### config.mk
export PLATFORM = sky130hd
export DESIGN_NAME = vicr_regs
export DESIGN_NICKNAME = d
export VERILOG_FILES = /design/src/hdl/vicr_regs.v
export VERILOG_INCLUDE_DIRS = /design/src /design/src/hdl
export SDC_FILE = /design/constraint.sdc
export NUM_CORES = 1
export LEC_CHECK = 0
export ABC_CLOCK_PERIOD_IN_PS = 2050
export BUFFER_PORTS_ARGS = -buffer_cell sky130_fd_sc_hd__buf_4
export CAP_MARGIN = 15
export CORE_MARGIN = 3
export CORE_UTILIZATION = 40
export DETAILED_ROUTE_END_ITERATION = 7
export GPL_TIMING_DRIVEN = 0
export HOLD_SLACK_MARGIN = 0.03
export PLACE_DENSITY = 0.67
export SLEW_MARGIN = 20
export SYNTH_ARGS = -nofsm -noshare
export SYNTH_HDL_FRONTEND = slang
export SYNTH_SLANG_ARGS = --single-unit
### constraint.sdc
create_clock -name clk_in -period 2.05 [get_ports clk_in]
set_input_delay 0.41 -clock clk_in [delete_from_list [all_inputs] [get_ports clk_in]]
set_output_delay 0.41 -clock clk_in [all_outputs]
set_load 0.02 [all_outputs]
### src/hdl/vicr_consts.vh
// Constants for the video input configuration register bank.
`ifndef VICR_CONSTS_VH
`define VICR_CONSTS_VH
// ===================================================================
// Register offsets (byte addresses are four times the index)
`define VICR_IDX_ROUTE      6'h00
`define VICR_IDX_MODE       6'h01
`define VICR_IDX_ENH        6'h02
`define VICR_IDX_STATUS     6'h03
`define VICR_ADDR_LSB       2
// ===================================================================
// Reset values
`define VICR_RST_ROUTE      8'h00
`define VICR_RST_MODE       8'h00
`define VICR_RST_ENH        8'h04
`define VICR_RST_PEAK       3'h4
// ===================================================================
// Field positions
`define VICR_ROUTE_LO       3
`define VICR_ROUTE_HI       0
`define VICR_STD_HI         7
`define VICR_STD_LO         4
`define VICR_QUAL_HI        1
`define VICR_QUAL_LO        0
`define VICR_SQPIX_BIT      2
`define VICR_DIFF_BIT       3
`define VICR_FSC4_BIT       4
`define VICR_STUDIO_BIT     5
`define VICR_AUTODIS_BIT    7
`define VICR_PEAK_HI        2
`define VICR_PEAK_LO        0
`define VICR_CORE_HI        4
`define VICR_CORE_LO        3
// ===================================================================
// Codes
`define VICR_ROUTE_YC_FIRST 4'h6
`define VICR_ROUTE_CP_FIRST 4'h9
`define VICR_ROUTE_LAST     4'ha
`define VICR_STD_FIXED_LO   4'h4
`define VICR_STD_LAST       4'hd
`define VICR_FMT_CVBS       2'h0
`define VICR_FMT_YC         2'h1
`define VICR_FMT_COMP       2'h2
`define VICR_FMT_BAD        2'h3
`define VICR_RESP_OKAY      2'h0
`define VICR_RESP_SLVERR    2'h2
`endif

### src/hdl/vicr_regs.v
// Video input configuration register bank with AXI4-Lite slave.
//
// Register access over AXI4-Lite is this design's own decision.
`timescale 1ns/10ps
`include "vicr_consts.vh"

// ===================================================================
module vicr_regs (
  input  wire        clk_in,
  input  wire        resetn_in,
  input  wire [7:0]  s_axi_awaddr_in,
  input  wire        s_axi_awvalid_in,
  output reg         s_axi_awready_out,
  input  wire [31:0] s_axi_wdata_in,
  input  wire [3:0]  s_axi_wstrb_in,
  input  wire        s_axi_wvalid_in,
  output reg         s_axi_wready_out,
  output reg  [1:0]  s_axi_bresp_out,
  output reg         s_axi_bvalid_out,
  input  wire        s_axi_bready_in,
  input  wire [7:0]  s_axi_araddr_in,
  input  wire        s_axi_arvalid_in,
  output reg         s_axi_arready_out,
  output reg  [31:0] s_axi_rdata_out,
  output reg  [1:0]  s_axi_rresp_out,
  output reg         s_axi_rvalid_out,
  input  wire        s_axi_rready_in,
  output reg  [5:0]  luma_input_sel_out,
  output reg  [5:0]  chroma_u_input_sel_out,
  output reg  [5:0]  chroma_v_input_sel_out,
  output reg  [1:0]  input_format_out,
  output reg         std_auto_detect_out,
  output reg         std_pal_n_pair_out,
  output reg  [3:0]  video_standard_choice_out,
  output reg         pedestal_out,
  output reg  [1:0]  source_quality_class_out,
  output reg         square_pixel_enable_out,
  output reg         differential_input_enable_out,
  output reg         four_subcarrier_rate_mode_out,
  output reg         studio_input_enable_out,
  output reg         reacquire_pulse_out,
  output reg  [2:0]  luma_peaking_gain_out,
  output reg  [5:0]  luma_core_threshold_out
);

  // =================================================================
  // Register storage and write channel
  reg  [7:0] route_q;
  reg  [7:0] mode_q;
  reg  [7:0] enh_q;
  reg        aw_held_q;
  reg        w_held_q;
  reg  [7:0] aw_addr_q;
  reg  [7:0] w_data_q;
  reg        w_lane_q;
  reg  [7:0] reacq_count_q;
  wire       aw_take = s_axi_awvalid_in & s_axi_awready_out;
  wire       w_take  = s_axi_wvalid_in & s_axi_wready_out;
  wire       do_write = aw_held_q & w_held_q & ~s_axi_bvalid_out;
  wire [5:0] wr_idx   = aw_addr_q[7:`VICR_ADDR_LSB];
  wire       wr_hit   = (wr_idx == `VICR_IDX_ROUTE) |
                        (wr_idx == `VICR_IDX_MODE)  |
                        (wr_idx == `VICR_IDX_ENH);
  wire [3:0] new_route = w_data_q[`VICR_ROUTE_LO:`VICR_ROUTE_HI];
  wire       store    = do_write & w_lane_q;
  wire       route_we = store & (wr_idx == `VICR_IDX_ROUTE);
  wire       mode_we  = store & (wr_idx == `VICR_IDX_MODE);
  wire       enh_we   = store & (wr_idx == `VICR_IDX_ENH);
  wire       route_chg = route_we &
                         (new_route !=
                          route_q[`VICR_ROUTE_LO:`VICR_ROUTE_HI]);
  // The disable bit is taken before the write that may change it.
  wire       reacq_go  = route_chg & ~mode_q[`VICR_AUTODIS_BIT];

  // Address and data are accepted in either order and held.
  // A write with byte lane 0 off is acknowledged but stores nothing.
  always @(posedge clk_in) begin
    if (!resetn_in) begin
      aw_held_q         <= 1'b0;
      w_held_q          <= 1'b0;
      aw_addr_q         <= 8'h00;
      w_data_q          <= 8'h00;
      w_lane_q          <= 1'b0;
      s_axi_awready_out <= 1'b1;
      s_axi_wready_out  <= 1'b1;
      s_axi_bvalid_out  <= 1'b0;
      s_axi_bresp_out   <= `VICR_RESP_OKAY;
    end else begin
      if (aw_take) begin
        aw_held_q         <= 1'b1;
        aw_addr_q         <= s_axi_awaddr_in;
        s_axi_awready_out <= 1'b0;
      end
      if (w_take) begin
        w_held_q         <= 1'b1;
        w_data_q         <= s_axi_wdata_in[7:0];
        w_lane_q         <= s_axi_wstrb_in[0];
        s_axi_wready_out <= 1'b0;
      end
      if (do_write) begin
        aw_held_q        <= 1'b0;
        w_held_q         <= 1'b0;
        s_axi_bvalid_out <= 1'b1;
        s_axi_bresp_out  <= wr_hit ? `VICR_RESP_OKAY : `VICR_RESP_SLVERR;
      end
      // Readies return only after the response, so one write is in flight.
      if (s_axi_bvalid_out & s_axi_bready_in) begin
        s_axi_bvalid_out  <= 1'b0;
        s_axi_awready_out <= 1'b1;
        s_axi_wready_out  <= 1'b1;
      end
    end
  end

  // =================================================================
  // Configuration registers
  // Reserved bits are stored as written; software keeps them zero.
  always @(posedge clk_in) begin
    if (!resetn_in) begin
      route_q <= `VICR_RST_ROUTE;
      mode_q  <= `VICR_RST_MODE;
      enh_q   <= `VICR_RST_ENH;
    end else begin
      if (route_we) begin
        route_q <= w_data_q;
      end
      if (mode_we) begin
        mode_q <= w_data_q;
      end
      if (enh_we) begin
        enh_q <= w_data_q;
      end
    end
  end

  // =================================================================
  // Reacquire event counter
  // Counts reacquire events so software can see them took effect.
  // It wraps silently; software compares two reads to spot new events.
  always @(posedge clk_in) begin
    if (!resetn_in) begin
      reacq_count_q <= 8'h00;
    end else if (reacq_go) begin
      reacq_count_q <= reacq_count_q + 8'h01;
    end
  end

  // =================================================================
  // Read channel
  wire [5:0]  rd_idx = s_axi_araddr_in[7:`VICR_ADDR_LSB];
  reg  [31:0] rd_data_d;
  reg  [1:0]  rd_resp_d;

  // The word is chosen beside the handshake so the flop only captures.
  // Unmapped indices read as zero with an error response.
  always @* begin
    rd_data_d = 32'h00000000;
    rd_resp_d = `VICR_RESP_OKAY;
    case (rd_idx)
      `VICR_IDX_ROUTE:  rd_data_d = {24'h000000, route_q};
      `VICR_IDX_MODE:   rd_data_d = {24'h000000, mode_q};
      `VICR_IDX_ENH:    rd_data_d = {24'h000000, enh_q};
      `VICR_IDX_STATUS: rd_data_d = {22'h000000, input_format_out,
                                     reacq_count_q};
      default:          rd_resp_d = `VICR_RESP_SLVERR;
    endcase
  end

  always @(posedge clk_in) begin
    if (!resetn_in) begin
      s_axi_arready_out <= 1'b1;
      s_axi_rvalid_out  <= 1'b0;
      s_axi_rdata_out   <= 32'h00000000;
      s_axi_rresp_out   <= `VICR_RESP_OKAY;
    end else if (s_axi_arvalid_in & s_axi_arready_out) begin
      s_axi_arready_out <= 1'b0;
      s_axi_rvalid_out  <= 1'b1;
      s_axi_rdata_out   <= rd_data_d;
      s_axi_rresp_out   <= rd_resp_d;
    end else if (s_axi_rvalid_out & s_axi_rready_in) begin
      s_axi_rvalid_out  <= 1'b0;
      s_axi_arready_out <= 1'b1;
    end
  end

  // =================================================================
  // Decoding of fields into datapath controls
  reg  [5:0] luma_d;
  reg  [5:0] cu_d;
  reg  [5:0] cv_d;
  reg  [1:0] fmt_d;
  reg  [5:0] core_d;
  wire [3:0] route = route_q[`VICR_ROUTE_LO:`VICR_ROUTE_HI];
  wire [3:0] std   = route_q[`VICR_STD_HI:`VICR_STD_LO];

  always @* begin
    luma_d = 6'h00;
    cu_d   = 6'h00;
    cv_d   = 6'h00;
    fmt_d  = `VICR_FMT_BAD;
    if (route < `VICR_ROUTE_YC_FIRST) begin
      luma_d = 6'h01 << route;
      fmt_d  = `VICR_FMT_CVBS;
    end else if (route < `VICR_ROUTE_CP_FIRST) begin
      luma_d = 6'h01 << (route - `VICR_ROUTE_YC_FIRST);
      cu_d   = 6'h08 << (route - `VICR_ROUTE_YC_FIRST);
      fmt_d  = `VICR_FMT_YC;
    end else if (route == `VICR_ROUTE_CP_FIRST) begin
      luma_d = 6'h01;
      cu_d   = 6'h08;
      cv_d   = 6'h10;
      fmt_d  = `VICR_FMT_COMP;
    end else if (route == `VICR_ROUTE_LAST) begin
      luma_d = 6'h02;
      cu_d   = 6'h04;
      cv_d   = 6'h20;
      fmt_d  = `VICR_FMT_COMP;
    end
    case (enh_q[`VICR_CORE_HI:`VICR_CORE_LO])
      2'h1:    core_d = 6'h08;
      2'h2:    core_d = 6'h10;
      2'h3:    core_d = 6'h20;
      default: core_d = 6'h00;
    endcase
  end

  // =================================================================
  // Registered routing controls
  // Every control lags its register by one clock.
  always @(posedge clk_in) begin
    if (!resetn_in) begin
      luma_input_sel_out     <= 6'h00;
      chroma_u_input_sel_out <= 6'h00;
      chroma_v_input_sel_out <= 6'h00;
      input_format_out       <= `VICR_FMT_CVBS;
    end else begin
      luma_input_sel_out     <= luma_d;
      chroma_u_input_sel_out <= cu_d;
      chroma_v_input_sel_out <= cv_d;
      input_format_out       <= fmt_d;
    end
  end

  // =================================================================
  // Registered standard controls
  // The 4x subcarrier mode is honoured only for the auto-detect and NTSC standards (codes 0 to 7).
  wire       std_auto = (std < `VICR_STD_FIXED_LO);
  wire       std_ntsc = std_auto | (std[3:2] == 2'h1);

  always @(posedge clk_in) begin
    if (!resetn_in) begin
      std_auto_detect_out           <= 1'b0;
      std_pal_n_pair_out            <= 1'b0;
      video_standard_choice_out     <= 4'h0;
      pedestal_out                  <= 1'b0;
      four_subcarrier_rate_mode_out <= 1'b0;
    end else begin
      std_auto_detect_out       <= std_auto;
      std_pal_n_pair_out        <= std_auto & std[1];
      video_standard_choice_out <= std;
      pedestal_out              <= std[0] &
                                   (std <= `VICR_STD_LAST);
      four_subcarrier_rate_mode_out <= mode_q[`VICR_FSC4_BIT] &
                                       std_ntsc;
    end
  end

  // =================================================================
  // Registered mode and enhancement controls
  always @(posedge clk_in) begin
    if (!resetn_in) begin
      source_quality_class_out      <= 2'h0;
      square_pixel_enable_out       <= 1'b0;
      differential_input_enable_out <= 1'b0;
      studio_input_enable_out       <= 1'b0;
      reacquire_pulse_out           <= 1'b0;
      luma_peaking_gain_out         <= `VICR_RST_PEAK;
      luma_core_threshold_out       <= 6'h00;
    end else begin
      source_quality_class_out <=
        mode_q[`VICR_QUAL_HI:`VICR_QUAL_LO];
      square_pixel_enable_out <= mode_q[`VICR_SQPIX_BIT];
      differential_input_enable_out <= mode_q[`VICR_DIFF_BIT];
      studio_input_enable_out <= mode_q[`VICR_STUDIO_BIT];
      reacquire_pulse_out <= reacq_go;
      luma_peaking_gain_out <= enh_q[`VICR_PEAK_HI:`VICR_PEAK_LO];
      luma_core_threshold_out <= core_d;
    end
  end

endmodule // vicr_regs

# [Word-level counts from Yosys, hierarchy flattened]
# Index checks and enable logic that the tools add are counted.
[totals] out_inout_bits=84 latch_bits=0 wordCells=107 memories=0 input_bits=59 mem_bits_rw=0 regBits=135 mem_bits_ro=0
[op_classes] div_mod_pow=0 bitwise=22 n_shift=3 n_addsub=2 order_cmp=4 reduce_logical=9 n_eq_ne=12 muxes=20 mul=0
[ops] cell="case mux 10 bit (4 select lines)" count=1
[ops] cell="two-way mux 6 bit" count=4
[ops] cell="== test 6 x 2 -> 1 bit (second input constant)" count=3
[ops] cell="case mux 6 bit (3 select lines)" count=1
[ops] cell="AND 1 bit" count=16
[ops] cell="== test 6 x 1 -> 1 bit (second input constant)" count=2
[ops] cell="zero test 6 bit" count=2
[ops] cell="left shift 1 x 4 -> 6 bit (first input constant)" count=2
[ops] cell="adder 8 x 1 -> 8 bit (second input constant)" count=1
[ops] cell="== test 4 bit (second input constant)" count=2
[ops] cell="less-than comparator 4 x 3 -> 1 bit (second input constant)" count=2
[ops] cell="two-way mux 2 bit" count=4
[ops] cell="OR reduction 4 bit" count=2
[ops] cell="two-way mux 1 bit" count=7
[ops] cell="OR reduction 2 bit" count=3
[ops] cell="left shift 4 x 4 -> 6 bit (first input constant)" count=1
[ops] cell="two-way mux 5 bit" count=1
[ops] cell="== test 2 x 1 -> 1 bit (second input constant)" count=2
[ops] cell="== test 2 bit (second input constant)" count=2
[ops] cell="<= comparator 4 bit (second input constant)" count=1
[ops] cell="less-than comparator 4 bit (second input constant)" count=1
[ops] cell="two-way mux 4 bit" count=1
[ops] cell="inequality test 4 bit" count=1
[ops] cell="subtractor 4 x 3 -> 4 bit (second input constant)" count=1
[ops] cell="other kinds (5)" count=9

# [Depth between registers and ports, before layout]
[logic_depth] depth_word=6 mapped_depth=7 depth_no_buf=4

# [Least setup slack after synthesis]
# No wires, ideal clock.
[synth_path] path_kind="input-to-reg" from="input s_axi_araddr_in[2]" to="register s_axi_rdata_out[5]" required_time_ns=1.933 path_slack_ns=0.280 setup_time_ns=0.117 n_path_buf=1 stages=3 t_arrival_ns=1.653 path_cell_list="clkbuf_1 > mux4_2 > a32o_1"
[synth_between] elab_chain_cells=2 elab_cells_between_ends=5 cone_classes="3 x eq/ne; 1 x mux; 1 x reduce/logical"
[synth_lines] item="from (decl)" line="vicr_regs.v:21" source="input wire [7:0] s_axi_araddr_in,"
[synth_lines] item="== test 6 x 2 -> 1 bit (tied with other cells)" line="vicr_regs.v:159" source="case (rd_idx)"
[synth_lines] item="case mux 10 bit (4 select lines) (*)" line="vicr_regs.v:159"
[synth_lines] item="to (signal assigned)" line="vicr_regs.v:178" source="s_axi_rdata_out <= rd_data_d;"
[synth_lines] item="to (decl)" line="vicr_regs.v:24" source="output reg [31:0] s_axi_rdata_out,"
# Every way passes the cells marked *; elsewhere a longest branch is shown, timed or not.
# A chain may end at the register's enable or synchronous reset.

# [Worst setup path in the final report]
[layout_path] from="register aw_addr_q[6]" to="register reacq_count_q[0]"
[layout_between] elab_chain_cells=4
[layout_lines] item="from (decl)" line="vicr_regs.v:53" source="reg [7:0] aw_addr_q;"
[layout_lines] item="from (signal assigned)" line="vicr_regs.v:91" source="aw_addr_q <= s_axi_awaddr_in;"
[layout_lines] item="zero test 6 bit (no source line)"
[layout_lines] item="AND 1 bit" line="vicr_regs.v:66" source="wire route_we = store & (wr_idx == `VICR_IDX_ROUTE);"
[layout_lines] item="AND 1 bit" line="vicr_regs.v:69" source="wire route_chg = route_we &"
[layout_lines] item="AND 1 bit" line="vicr_regs.v:73" source="wire reacq_go = route_chg & ~mode_q[`VICR_AUTODIS_BIT];"
[layout_lines] item="to (signal assigned)" line="vicr_regs.v:144" source="reacq_count_q <= reacq_count_q + 8'h01;"
[layout_lines] item="to (decl)" line="vicr_regs.v:56" source="reg [7:0] reacq_count_q;"
# Every way passes these cells.

==> summary.md <==
| Metric | Value |
|---|---|
| Clock power frac | 36.2% |
| GRT Total Usage | 16.8% |
| Async set-or-reset flop fraction in the synthesized netlist | 0% |
| Skew final | 0.0130 ns |
| Final #Nets | 582 |
| Sequential cell area | 2000 um^2 |
| Worst endpoint required time | 2.31 ns |
| CP Buf/Inv Count | 3 |
| Seq/Total Area, Yosys | 50.0% |
| Worst slew pin tran | 0.768 ns |
| Port bufs | 74 |
| Final setup vio count | 0 |
| Max_cap viols | 0 |
| Status | finished clean |
| Post-CTS setup buffer count | 0 |
| Post-route ant nets | 0 |
| H-tree lvl count | 3 |
| Vias | 3114 |
| Yosys cell types | 45 |
| Placed Cells | 638 |
| Gpl congestion | 0.786 |
| Int Pwr | 2.72 mW |
| Reg2Reg Setup Slack | 0.24 ns |
| Slew Limit Headroom | 48.8% |
| Fin util | 53.5% |
| Synth Register Bits | 100 |
| Post-route cell area | 5060 um^2 |
| Crit path DAT | 2.07 ns |
| First-pass DRT Iterations | 4 |
| Avg WL per Cell | 13.9 um |
| FF-to-FF path depth | 7 |
| Most common cell after layout, fill and taps aside | buf_4 |
| Skew-Pair Late Insertion Delay | 0.37 ns |
| Reg-to-Reg Start | aw_addr_q[6] |
| Slowest stage delay, CP | 0.35 ns |
| Count of pins over their slew limit | 0 |
| Crit start category | flip-flop |
| Antenna violations before repair | 0 |
| Tcrit/Tclk final | 88.3% |
| Initial drt markers | 213 |
| Number of antenna diodes | 0 |
| Reg clk slew, reported paths | 0.11 ns |
| Hold_buf cts | 0 |
| Wirelength, routed | 9110 um |
| Setup TNS | 0 ns |
| I/O Pins | 143 |
| PnR Total Power | 3.68 mW |
| Top_reg_cell synth | dfxtp_1 |
| WS Path Type | reg2reg |
| Vias in the first global route | 2994 |
| First-pass GRT wire length | 15100 um |
| CTS tree | built |
| Family with the most delay on the worst path | buffers and inverters |
| HPWL Detailed | 6760 um |
| Total global routing overflow | 0 |
| Fillers | 872 |
| CTS root buffer | clkbuf_8 |
| Post-layout minimum cycle time | 1.81 ns |
| Die Wd | 106 um |
| Cells along the critical path | nor4_4 -> buf_4 -> nand4_4 -> buf_6 -> buf_2 -> o21ai_0 -> a21oi_1 |
| Syn Inst Count | 403 |
| Worst setup EP type | flip-flop |
| Min-Delay Endpoint | s_axi_wready_out |
| Via density per instance | 4.75 |
| Hold path start | s_axi_wvalid_in |
| Non-filler cells, final | 655 |
| DP Area | 4840 um^2 |
| Fmax | 0.552 GHz |
| Resize count post-CTS | 0 |
| R2R Path End | reacq_count_q[0] |
| Chip height | 106 um |
| Area of the multi-input gates | 1730 um^2 |
| Maximum net fanout on the critical path | 10 |
| Inserted Clock Buffers | 9 |
| Longest Clk Path Bufs | 2 |
| Core Area | 9460 um^2 |
| PwrDens | 728 nW/um^2 |
| Switching Fraction | 26.2% |
| Fin. Hold Viols | 0 |
| # rows | 35 |
| Largest net degree at the start of global routing | 20 |
| Area growth, synth to finish | 26.5% |
| Min-Delay Path Class | in2reg |
| Ys Warns | 0 |
| Comb pwr share | 9.4% |
| Flop pwr share | 54.4% |
| Layout cells sized above 1 | 27.2% |
| DRC viols | 0 |
| Initial Util | 42.3% |
| Critical-path top delay cell | dfxtp_1 |
| Psw | 965 uW |
| Syn_area_per_cell | 9.93 um^2 |
| CTS sink count | 100 |
| Leak | 2.38 nW |
| Worst VDD drop | 0.377 mV |
| Die Area | 11200 um^2 |
| Worst Hold Depth | 2 |
| Number of synthesized flops with an enable pin | 0 |
| RSZ-0062 raised after global routing | no |
| Commonest non-fill, non-tap cells in the layout | 109 x buf_4, 100 x dfxtp_1, 39 x nand2_1, 39 x nor2_1, 33 x conb_1 |
| Syn Std Cell Area | 4000 um^2 |
## synth_stat cells, types with 5 or more instances
| cell type | n | area (um^2) |
|---|---|---|
| buf_1 | 5 | 18.8 |
| or4_1 | 7 | 52.6 |
| buf_4 | 34 | 255 |
| nand2_1 | 39 | 146 |
| o31ai_1 | 7 | 52.6 |
| o21ai_0 | 8 | 40.0 |
| mux2i_1 | 24 | 240 |
| nor2_1 | 39 | 146 |
| inv_1 | 8 | 30.0 |
| nor3_1 | 5 | 25.0 |
| a32o_1 | 8 | 80.1 |
| a21oi_1 | 28 | 140 |
| mux4_2 | 8 | 180 |
| dfxtp_1 | 100 | 2000 |
| nand3_1 | 7 | 35.0 |
| clkbuf_1 | 11 | 41.3 |
| and2_1 | 14 | 87.6 |
## cell families after synthesis
kind of cell,after synthesis,synth area share (%)
compound gates,64,10.4
buf+inv,64,9.72
flops,100,50.0
xor+xnor,4,0.875
simple gates,136,17.8
mux,32,10.5
other cells,1,0.0937
fa+ha+maj,2,0.625
## per-layer routing
| metal | share of wire (%) | GRT usage, % | up-vias |
|---|---|---|---|
| met4 | 0.90 | 5.74 | 0 |
| met1 | 46 | 23.2 | 1396 |
| met2 | 45 | 26.2 | 133 |
| met3 | 8.1 | 3.34 | 6 |
| met5 | 0 | 0 | - |
| li1 | - | - | 1579 |
## layout make-up
cell class                      instances  area share, %
Buffer                                 55           7.02
Clock buffer                            9           2.45
Multi-Input combinational cell        271           34.2
Clock inverter                          7           1.83
Sequential cell                       100           39.5
Inverter                                9          0.667
Timing Repair Buffer                   75           11.1
Tap cell                              129           3.19
## worst reg2reg max path, delay by kind of cell (launching register included)
family / cells / cell delay (ns)
flip-flops: 1 / 0.35
buffers and inverters: 3 / 0.60
AND/OR/NAND/NOR: 2 / 0.42
AO/OA/AOI/OAI: 2 / 0.33
## registers in the layout (all words and copies together), names as in the netlist, 3 cells and up
register	count
s_axi_rdata_out	10
enh_q	8
mode_q	8
reacq_count_q	8
route_q	8
w_data_q	8
aw_addr_q	6
luma_input_sel_out	6
chroma_u_input_sel_out	4
video_standard_choice_out	4
luma_core_threshold_out	3
luma_peaking_gain_out	3
## stage by stage
step / hold WS (ns) / worst slack, ns
2_1_floorplan: 0.428 / 0.280
3_3_place_gp: 0.442 / 0.0250
3_5_place_dp: 0.459 / 0.0153
4_1_cts: 0.226 / 0.174
5_1_grt: 0.242 / 0.107
6_report: 0.234 / 0.239
## worst max path at each step
| stage | start | depth (start not counted) | slack (ns) | end |
|---|---|---|---|---|
| 2_1_floorplan | s_axi_araddr_in[2] | 3 | 0.28 | s_axi_rdata_out[5] |
| 3_3_place_gp | s_axi_araddr_in[2] | 3 | 0.03 | s_axi_rdata_out[6] |
| 3_5_place_dp | s_axi_araddr_in[2] | 3 | 0.02 | s_axi_rdata_out[6] |
| 4_1_cts | aw_addr_q[4] | 6 | 0.17 | reacq_count_q[0] |
| 5_1_grt | aw_addr_q[6] | 7 | 0.11 | reacq_count_q[0] |
| 6_report | aw_addr_q[6] | 7 | 0.24 | reacq_count_q[0] |
## power by group through the flow
| stage | clock network, mW | logic (mW) | registers (mW) |
|---|---|---|---|
| 2_1_floorplan | 0 | 0.231 | 2.06 |
| 3_3_place_gp | 0 | 0.340 | 2.05 |
| 3_5_place_dp | 0 | 0.342 | 2.05 |
| 4_1_cts | 1.36 | 0.343 | 2.00 |
| 5_1_grt | 1.45 | 0.382 | 2.01 |
| 6_report | 1.33 | 0.347 | 2.00 |
(Power assumes the default switching activity.)
